<file path="src/wake_cfg_pkg.sv">
// Package: register layout and types for the wake filter configuration
package wake_cfg_pkg;

    // Register addresses on the serial command interface (5-bit)
    localparam logic [4:0] ADDR_WAKE_ID_MASK_HIGH  = 5'h0f;
    localparam logic [4:0] ADDR_WAKE_FILTER_CONFIG = 5'h10;

    // Reset values
    localparam logic [15:0] RST_WAKE_ID_MASK_HIGH  = 16'h0000;
    localparam logic [15:0] RST_WAKE_FILTER_CONFIG = 16'h0000;

    // Mask register field positions
    localparam int STD_MASK_MSB = 12;
    localparam int STD_MASK_LSB = 2;
    localparam int EXT_MASK_MSB = 1;
    localparam int EXT_MASK_LSB = 0;
    localparam logic [15:0] MASK_REG_WRITABLE = 16'h1fff;

    // Config register field positions
    localparam int SAMPLE_MSB   = 6;
    localparam int SAMPLE_LSB   = 4;
    localparam int BITRATE_MSB  = 2;
    localparam int BITRATE_LSB  = 1;
    localparam int SELECTIVE_WAKE_ENABLE_BIT    = 0;
    localparam logic [15:0] CFG_REG_WRITABLE = 16'hff77;

    // Bit-rate codes
    localparam logic [1:0] BITRATE_500K = 2'h0;
    localparam logic [1:0] BITRATE_125K = 2'h3;

    // Recommended sample point code (81.5 percent)
    localparam logic [2:0] SAMPLE_OPTIMUM = 3'h5;

    // One register write or read request
    typedef struct packed {
        logic        valid;
        logic        write;
        logic [4:0]  addr;
        logic [15:0] data;
    } reg_req_s;

    // Settings handed to the frame matcher
    typedef struct packed {
        logic [10:0] std_ident_mask;
        logic [1:0]  ext_ident_mask;
        logic [2:0]  sample_sel;
        logic [1:0]  bitrate_select;
        logic        selective_wake_enable;
    } filter_cfg_s;

endpackage

</file>
<file path="src/ident_compare.sv">
// Masked identifier comparison for wake frame matching
`timescale 1ns/100ps
module ident_compare #(
    parameter int WIDTH = 11
) (
    input  wire logic [WIDTH-1:0] rx_ident_in,
    input  wire logic [WIDTH-1:0] ref_ident_in,
    input  wire logic [WIDTH-1:0] mask_in,
    output logic                  match_out
);
    // A mask bit of 1 drops that bit from the compare
    assign match_out = &((~(rx_ident_in ^ ref_ident_in)) | mask_in);
endmodule

</file>
<file path="src/wake_filter_cfg.sv">
// Wake filter configuration registers and masked identifier match
//
// Functional notes
// - Standard ident mask in mask reg bits 12:2
// - Mask bit 1 ignores ident bit
// - Ext ident 17:16 masks in bits 1:0
// - Ext mask bit 1 ignores ext bit
// - Ext compare only when extension select set
// - Sample point selector bits 6:4, 71.5 up
// - Config bits 15:1 locked while enabled
// - Clearing the enable always accepted
`timescale 1ns/100ps
module wake_filter_cfg
    import wake_cfg_pkg::*;
(
    input  wire logic                      clock_in,
    input  wire logic                      rst_in,
    input  wire wake_cfg_pkg::reg_req_s    req_in,
    input  wire logic                      ident_extension_select_in,
    input  wire logic [10:0]               rx_std_ident_in,
    input  wire logic [1:0]                rx_ext_ident_top_in,
    input  wire logic [10:0]               ref_std_ident_in,
    input  wire logic [1:0]                ref_ext_ident_top_in,
    output wake_cfg_pkg::filter_cfg_s      cfg_out,
    output logic [15:0]                    rd_data_out,
    output logic                           rd_valid_out,
    output logic                           ident_match_out
);
    import wake_cfg_pkg::*;

    // Register state and next values
    logic [15:0] mask_reg_q;
    logic [15:0] mask_reg_d;
    logic [15:0] cfg_reg_q;
    logic [15:0] cfg_reg_d;
    logic [15:0] rd_data_q;
    logic [15:0] rd_data_d;
    logic        rd_valid_q;
    logic        rd_valid_d;
    logic        match_q;
    logic        match_d;
    filter_cfg_s cfg_q;
    filter_cfg_s cfg_d;

    // Decode and write-data helpers
    logic        sel_mask;
    logic        sel_cfg;
    logic        wr_mask;
    logic        wr_cfg;
    logic        locked;
    logic        enable_d;
    logic [15:0] mask_wr_data;
    logic [15:0] cfg_wr_data;
    logic [15:0] cfg_upper_d;

    // Identifier compare results
    logic        std_hit;
    logic        ext_hit;
    logic        ext_needed;

    // True when this request addresses the given register
    function automatic logic reg_hit(
        input reg_req_s   req,
        input logic [4:0] addr
    );
        return req.valid && (req.addr == addr);
    endfunction

    // Reserved bits hold no state, so they are dropped before storing
    function automatic logic [15:0] keep_writable(
        input logic [15:0] data,
        input logic [15:0] writable
    );
        return data & writable;
    endfunction

    // Address decode
    assign sel_mask = reg_hit(req_in, ADDR_WAKE_ID_MASK_HIGH);
    assign sel_cfg  = reg_hit(req_in, ADDR_WAKE_FILTER_CONFIG);
    assign wr_mask  = sel_mask && req_in.write;
    assign wr_cfg   = sel_cfg && req_in.write;

    // The enable bit doubles as the lock for the upper config bits
    assign locked = cfg_reg_q[SELECTIVE_WAKE_ENABLE_BIT];

    // Mask register: bits 15:13 read back zero whatever is written
    assign mask_wr_data = keep_writable(req_in.data, MASK_REG_WRITABLE);
    assign mask_reg_d   = wr_mask ? mask_wr_data : mask_reg_q;

    // Upper config bits move only while disabled, so timing and rate
    // cannot shift under a running wake-up filter
    assign cfg_wr_data = keep_writable(req_in.data, CFG_REG_WRITABLE);
    assign cfg_upper_d = (wr_cfg && !locked) ? cfg_wr_data
                                             : cfg_reg_q;

    // Enable bit is written on every config write; a host can always
    // switch the filter off, even while the upper bits are locked
    assign enable_d  = wr_cfg ? req_in.data[SELECTIVE_WAKE_ENABLE_BIT]
                              : cfg_reg_q[SELECTIVE_WAKE_ENABLE_BIT];
    assign cfg_reg_d = {cfg_upper_d[15:1], enable_d};

    // Read mux; unmapped addresses read zero. The value is taken before
    // any write in the same cycle lands.
    assign rd_data_d  = sel_mask ? mask_reg_q
                      : sel_cfg  ? cfg_reg_q
                      : 16'h0000;
    assign rd_valid_d = req_in.valid && !req_in.write;

    // Standard identifier: a mask bit of 1 drops that bit from the compare
    ident_compare #(
        .WIDTH(11)
    ) u_std_cmp (
        .rx_ident_in  (rx_std_ident_in),
        .ref_ident_in (ref_std_ident_in),
        .mask_in      (mask_reg_q[STD_MASK_MSB:STD_MASK_LSB]),
        .match_out    (std_hit)
    );

    // Extended identifier bits 17:16 use the same masked compare
    ident_compare #(
        .WIDTH(2)
    ) u_ext_cmp (
        .rx_ident_in  (rx_ext_ident_top_in),
        .ref_ident_in (ref_ext_ident_top_in),
        .mask_in      (mask_reg_q[EXT_MASK_MSB:EXT_MASK_LSB]),
        .match_out    (ext_hit)
    );

    // Extended part only counts when the extension select is set; a
    // standard frame never fails on bits it does not carry
    assign ext_needed = ident_extension_select_in;
    assign match_d    = std_hit && (!ext_needed || ext_hit);

    // Settings view for the matcher and bit timing
    always_comb
    begin
        cfg_d.std_ident_mask        = mask_reg_d[STD_MASK_MSB:STD_MASK_LSB];
        cfg_d.ext_ident_mask        = mask_reg_d[EXT_MASK_MSB:EXT_MASK_LSB];
        cfg_d.sample_sel            = cfg_reg_d[SAMPLE_MSB:SAMPLE_LSB];
        cfg_d.bitrate_select        = cfg_reg_d[BITRATE_MSB:BITRATE_LSB];
        cfg_d.selective_wake_enable = cfg_reg_d[SELECTIVE_WAKE_ENABLE_BIT];
    end

    // Identifier mask register
    always_ff @(posedge clock_in)
    begin
        if (rst_in)
        begin
            mask_reg_q <= RST_WAKE_ID_MASK_HIGH;
        end
        else
        begin
            mask_reg_q <= mask_reg_d;
        end
    end

    // Filter configuration register
    always_ff @(posedge clock_in)
    begin
        if (rst_in)
        begin
            cfg_reg_q <= RST_WAKE_FILTER_CONFIG;
        end
        else
        begin
            cfg_reg_q <= cfg_reg_d;
        end
    end

    // Settings view, updated on the same edge as the registers
    always_ff @(posedge clock_in)
    begin
        if (rst_in)
        begin
            cfg_q <= '0;
        end
        else
        begin
            cfg_q <= cfg_d;
        end
    end

    // Read data, refreshed every cycle
    always_ff @(posedge clock_in)
    begin
        if (rst_in)
        begin
            rd_data_q <= 16'h0000;
        end
        else
        begin
            rd_data_q <= rd_data_d;
        end
    end

    // Read strobe, one cycle after each read request
    always_ff @(posedge clock_in)
    begin
        if (rst_in)
        begin
            rd_valid_q <= 1'b0;
        end
        else
        begin
            rd_valid_q <= rd_valid_d;
        end
    end

    // Identifier match, one cycle after its inputs
    always_ff @(posedge clock_in)
    begin
        if (rst_in)
        begin
            match_q <= 1'b0;
        end
        else
        begin
            match_q <= match_d;
        end
    end

    // Outputs straight from flops
    assign cfg_out         = cfg_q;
    assign rd_data_out     = rd_data_q;
    assign rd_valid_out    = rd_valid_q;
    assign ident_match_out = match_q;
endmodule

</file>
<file path="config.mk">
export PLATFORM = sky130hd
export DESIGN_NAME = wake_filter_cfg
export DESIGN_NICKNAME = d
export VERILOG_FILES = /design/src/wake_cfg_pkg.sv /design/src/ident_compare.sv /design/src/wake_filter_cfg.sv
export SDC_FILE = /design/constraint.sdc
export NUM_CORES = 1
export LEC_CHECK = 0
export BUFFER_PORTS_ARGS = -buffer_cell sky130_fd_sc_hd__clkbuf_2
export CAP_MARGIN = 20
export CELL_PAD_IN_SITES_DETAIL_PLACEMENT = 1
export CELL_PAD_IN_SITES_GLOBAL_PLACEMENT = 1
export CORE_MARGIN = 2
export CORE_UTILIZATION = 35
export CTS_CLUSTER_SIZE = 10
export DETAILED_ROUTE_END_ITERATION = 8
export PLACE_DENSITY_LB_ADDON = 0.1
export SYNTH_ARGS = -nofsm -noshare
export SYNTH_HDL_FRONTEND = slang
export SYNTH_SLANG_ARGS = --single-unit
</file>
<file path="constraint.sdc">
create_clock -name clock_in -period 3.9 [get_ports clock_in]
set_clock_uncertainty 0.1 [all_clocks]
set_input_delay 0.195 -clock clock_in [delete_from_list [all_inputs] [get_ports clock_in]]
set_output_delay 0.195 -clock clock_in [all_outputs]
set_load 0.03 [all_outputs]
</file>
[Word level (Yosys, flattened, before mapping)]
Cells that the tools add are included.
Cells by class
  equal/unequal tests: 2
  multiplexer cells: 5
  bitwise operators: 7
  reductions and logical operators: 14
Operators by type and width (count)
  $mux 13: 3
  $not 11->11: 1
  $or 11x11->11: 1
  $reduce_and 11->1: 1
  $xor 11x11->11: 1
  $logic_and 1x1->1: 7
  $mux 7: 1
  $eq 5x4->1 const B: 1
  $eq 5x5->1 const B: 1
  $logic_not 1->1: 3
  $reduce_or 3->1: 1
  $not 2->2: 1
  $or 2x2->2: 1
  $reduce_and 2->1: 1
  $xor 2x2->2: 1
  $logic_or 1x1->1: 1
  $mux 1: 1
  $not 1->1: 1
Storage, ports and cells
  bits in registers: 64
  bits of input ports: 52
  output and inout bits: 37
  word-level logic and storage cells: 40

[Logic depth before layout (Yosys ltp)]
  depth after elaboration: 6
  gate-level depth with buffers: 6
  mapped depth without buffers: 4

[Cells and area by module]
Synthesis repeated with hierarchy kept, for this count alone.
Unflattened totals
  cells, all modules: 223
  area, all modules: 2054.5 µm²
By module, submodules not included
  wake_filter_cfg: times used 1, cells each 201, area an instance 1879.3 µm², seq. area each 900.9 µm²
  ident_compare at u_std_cmp: times used 1, cells each 19, area an instance 148.9 µm², seq. area each 0.0 µm²
  ident_compare at u_ext_cmp: times used 1, cells each 3, area an instance 26.3 µm², seq. area each 0.0 µm²

[Worst setup path after synthesis]
OpenSTA, ideal clock, no wires.
  kind: input-to-reg
  start point: input req_in[16] (netlist bit)
  end point: register cfg_reg_q[10]
  setup time: 0.132 ns
  arrival time: 1.206 ns
  data required time: 3.668 ns
  setup slack: 2.461 ns
  cell stages on the path: 5
  buffers on the path: 1
  cells stage by stage: nand4bb_4 > or4_4 > buf_6 > nand2_1 > a21oi_1
Between the ends
  longest elaborated chain between the ends: 4
Ends and longest elaborated chain
  from (decl): line wake_filter_cfg.sv:18  | input wire wake_cfg_pkg::reg_req_s req_in,
  $eq 5x5->1: line wake_filter_cfg.sv:66  | return req.valid && (req.addr == addr);
  $logic_and 1x1->1: line wake_filter_cfg.sv:66
  $logic_and 1x1->1: line wake_filter_cfg.sv:81  | assign wr_cfg = sel_cfg && req_in.write;
  $logic_and 1x1->1: line wake_filter_cfg.sv:93  | assign cfg_upper_d = (wr_cfg && !locked) ? cfg_wr_data
  to (signal assigned): line wake_filter_cfg.sv:166  | cfg_reg_q <= cfg_reg_d;
  to (decl): line wake_filter_cfg.sv:34  | logic [15:0] cfg_reg_q;
No other way between the ends.
A chain may end at the register's enable or synchronous reset.

[Final worst setup path]
  start point: input req_in[20] (netlist bit)
  end point: register rd_data_q[9], in the netlist rd_data_out[9]
Between the ends
  longest elaborated chain between the ends: 4
  elaborated cells between the ends (all ways): 6
  those cells by class: eq/ne: 2; mux: 2; reduce/logical: 2
Ends and longest elaborated chain
  $eq 5x5->1: line wake_filter_cfg.sv:66
  $logic_and 1x1->1: line wake_filter_cfg.sv:66
  $mux 13: line wake_filter_cfg.sv:105  | : sel_cfg ? cfg_reg_q
  $mux 13 (*): line wake_filter_cfg.sv:104  | assign rd_data_d = sel_mask ? mask_reg_q
  to (signal assigned): line wake_filter_cfg.sv:192  | rd_data_q <= rd_data_d;
  to (decl): line wake_filter_cfg.sv:36  | logic [15:0] rd_data_q;
Every way passes the cells marked *; elsewhere a longest branch is shown, timed or not.

==> flow_summary.ini <==
[yosys]
synth_cell_type_count = 27
syn_inst = 182
synth_seq_area_share = 0.502
synth_top_cell_by_area = dfxtp_1
yosys_warnings = 0
yosys-top-cells-area = dfxtp_1 50%, mux2i_1 7.8%, xnor2_1 6.3%
syn_nets = 234
synth_top_area_share = 0.502
synth-seq-cells = 45
syn_area_mm2 = 0.00179
avgSynthCellArea_um2 = 9.86

[min_path]
min_path_type = in2reg

[power]
p_leak_nw = 0.991
report.power.total_mw = 0.847
irDropWorstVdd_v = 0.000239
power_density_mw_per_mm2 = 362

[floorplan]
fp-row-count = 26
die-area_mm2 = 0.00572
die_h_um = 75.6
die_x_um = 75.6
pin_count = 89
initial_utilization = 0.356
coreArea_mm2 = 0.00504

[route]
wirelength_um = 4600
avgViaCountPerCell = 4.66
first_pass_iters = 4
vias = 1556
drc = 0
drt_iter0_drc = 36
postRouteAntennaNets = 0
post_drt_wl_per_cell_um = 13.8

[clocking]
holdBufCountCts = 0
cts_root_buf = clkbuf_8
clkTransAtPathRegs_ns = 0.08
cts_setup_buffers = 0
clock_sinks = 45
cts_resized = 0
clk_path_buf_depth = 2
clk-insertion-delay-late_ns = 0.29
cts_tree = done
cts_buffers = 5
h-tree-depth = 2

[sta]
fin_crit_sh = 0.410
rsz0062_at_grt = false
worstMarginPinSlew_ns = 0.890
tns_ns = 0
fmax_mhz = 625
min_period_ns = 1.60
hold_viol_final = 1
holdWs_ns = -0.00245
setup_viol = 0
drv_slew = 0
slew_headroom = 0.405

[worst_setup_path]
cp.required_ns = 4.04
path_class = in2reg
crit_fanout = 10
arrival_ns = 1.74
cp-start-kind = input pin
worst_setup_path_end_kind = register

[layout]
final_cell_mix = 88 x clkbuf_2, 45 x dfxtp_1, 26 x nand2_1, 18 x nor2_1, 14 x mux2i_1
diodes = 0
syn_to_final_growth_pct = 30.4
drive_gt1_frac = 0.386
final_common_cell = clkbuf_2
nFillCells = 620
nNetsFinal = 315

[grt]
grt_pass1_vias = 1539
grt_max_degree = 22
grt_util_all_layers = 0.169
grt_pass1_wl_um = 7220
grt_overflow = 0
antenna_found_initial = 0

[placed_design]
io_buffers = 88
gp_congestion = 0.798
hpwlAfterDp_um = 3570

[run]
cap_violations = 0

[status]
violations = negative hold slack
status = finished with violations
[final timing paths]
path         cells past startpoint             end     startpoint  slack (ns)
max                              5  rd_data_out[9]     req_in[20]        2.30
min reg2reg                      2   cfg_reg_q[15]  cfg_reg_q[15]        0.35
max reg2reg                      3   cfg_reg_q[12]   cfg_reg_q[0]        2.31
min                              2    rd_valid_out     req_in[21]      -0.002
[synth_stat cells]
library cell,n
nor4_4,1
or3_1,1
or4_4,1
buf_2,3
a22o_1,8
a22oi_1,3
nor3_1,2
o22ai_1,6
clkbuf_1,4
and4_1,1
dfxtp_1,45
buf_4,7
xnor2_1,13
buf_6,2
nor4_1,2
nand4bb_4,1
nor2b_1,1
mux2i_1,14
nor3b_1,1
nand2b_1,1
and4b_1,1
a211o_1,1
and2_1,5
and3_1,1
nand2_1,26
a21oi_1,13
nor2_1,18
[metrics by stage]
stage / setup WS, ns / utilization / hold slack [ns] / instances / cell area, um^2
2_1_floorplan: 2.46 / - / 0.171 / 182 / 1790
3_3_place_gp: 1.93 / 0.442 / 0.302 / 325 / 2230
3_5_place_dp: 1.87 / 0.442 / 0.311 / 325 / 2230
4_1_cts: 2.17 / 0.463 / 0.00395 / 333 / 2330
5_1_grt: 2.13 / 0.464 / 0.00812 / 334 / 2340
6_report: 2.30 / 0.464 / -0.00245 / 334 / 2340
[kinds of logic after synthesis]
kind of cell | after synthesis | share of synthesized area
AOI/OAI and AO/OA | 31 | 0.114
xor gates and xnor gates | 13 | 0.0635
buffers and inverters | 16 | 0.0586
DFF | 45 | 0.502
muxes | 14 | 0.0781
and+or+nand+nor | 63 | 0.184
[flip-flops by register name, summed over array words and instances (netlist names)]
signal           cells
cfg_reg_q           14
ident_match_out      1
mask_reg_q          13
rd_data_out         16
rd_valid_out         1
[layer usage]
metal	share of wire	vias to the layer above	routed length, um	GRT usage
met5	0	-	0	0
met4	0.019	0	87	0.0585
li1	-	777	-	-
met1	0.42	715	1940	0.204
met3	0.054	10	250	0.0423
met2	0.50	54	2320	0.291
[worst max-delay path, stage by stage]
cell	delay [ns]
clkbuf_2	0.11
and4b_1	0.25
and3_1	0.22
nor2b_1	0.73
a22o_1	0.22
[area by class of cell]
class,count,area (um^2),area share
well taps,70,87.6,0.0374
flip-flops and latches,45,901,0.385
multi-input cells,121,795,0.340
clock inverters,1,5.00,0.00214
repair buffers,90,455,0.195
clock buffers,7,96.3,0.0412
[power by group]
group	leakage [nW]	switching, mW	internal (mW)
clock network	0.0542	0.155	0.160
logic	0.575	0.0339	0.0361
registers	0.363	0.00118	0.460
No activity file was read; power rests on OpenSTA's default activity.
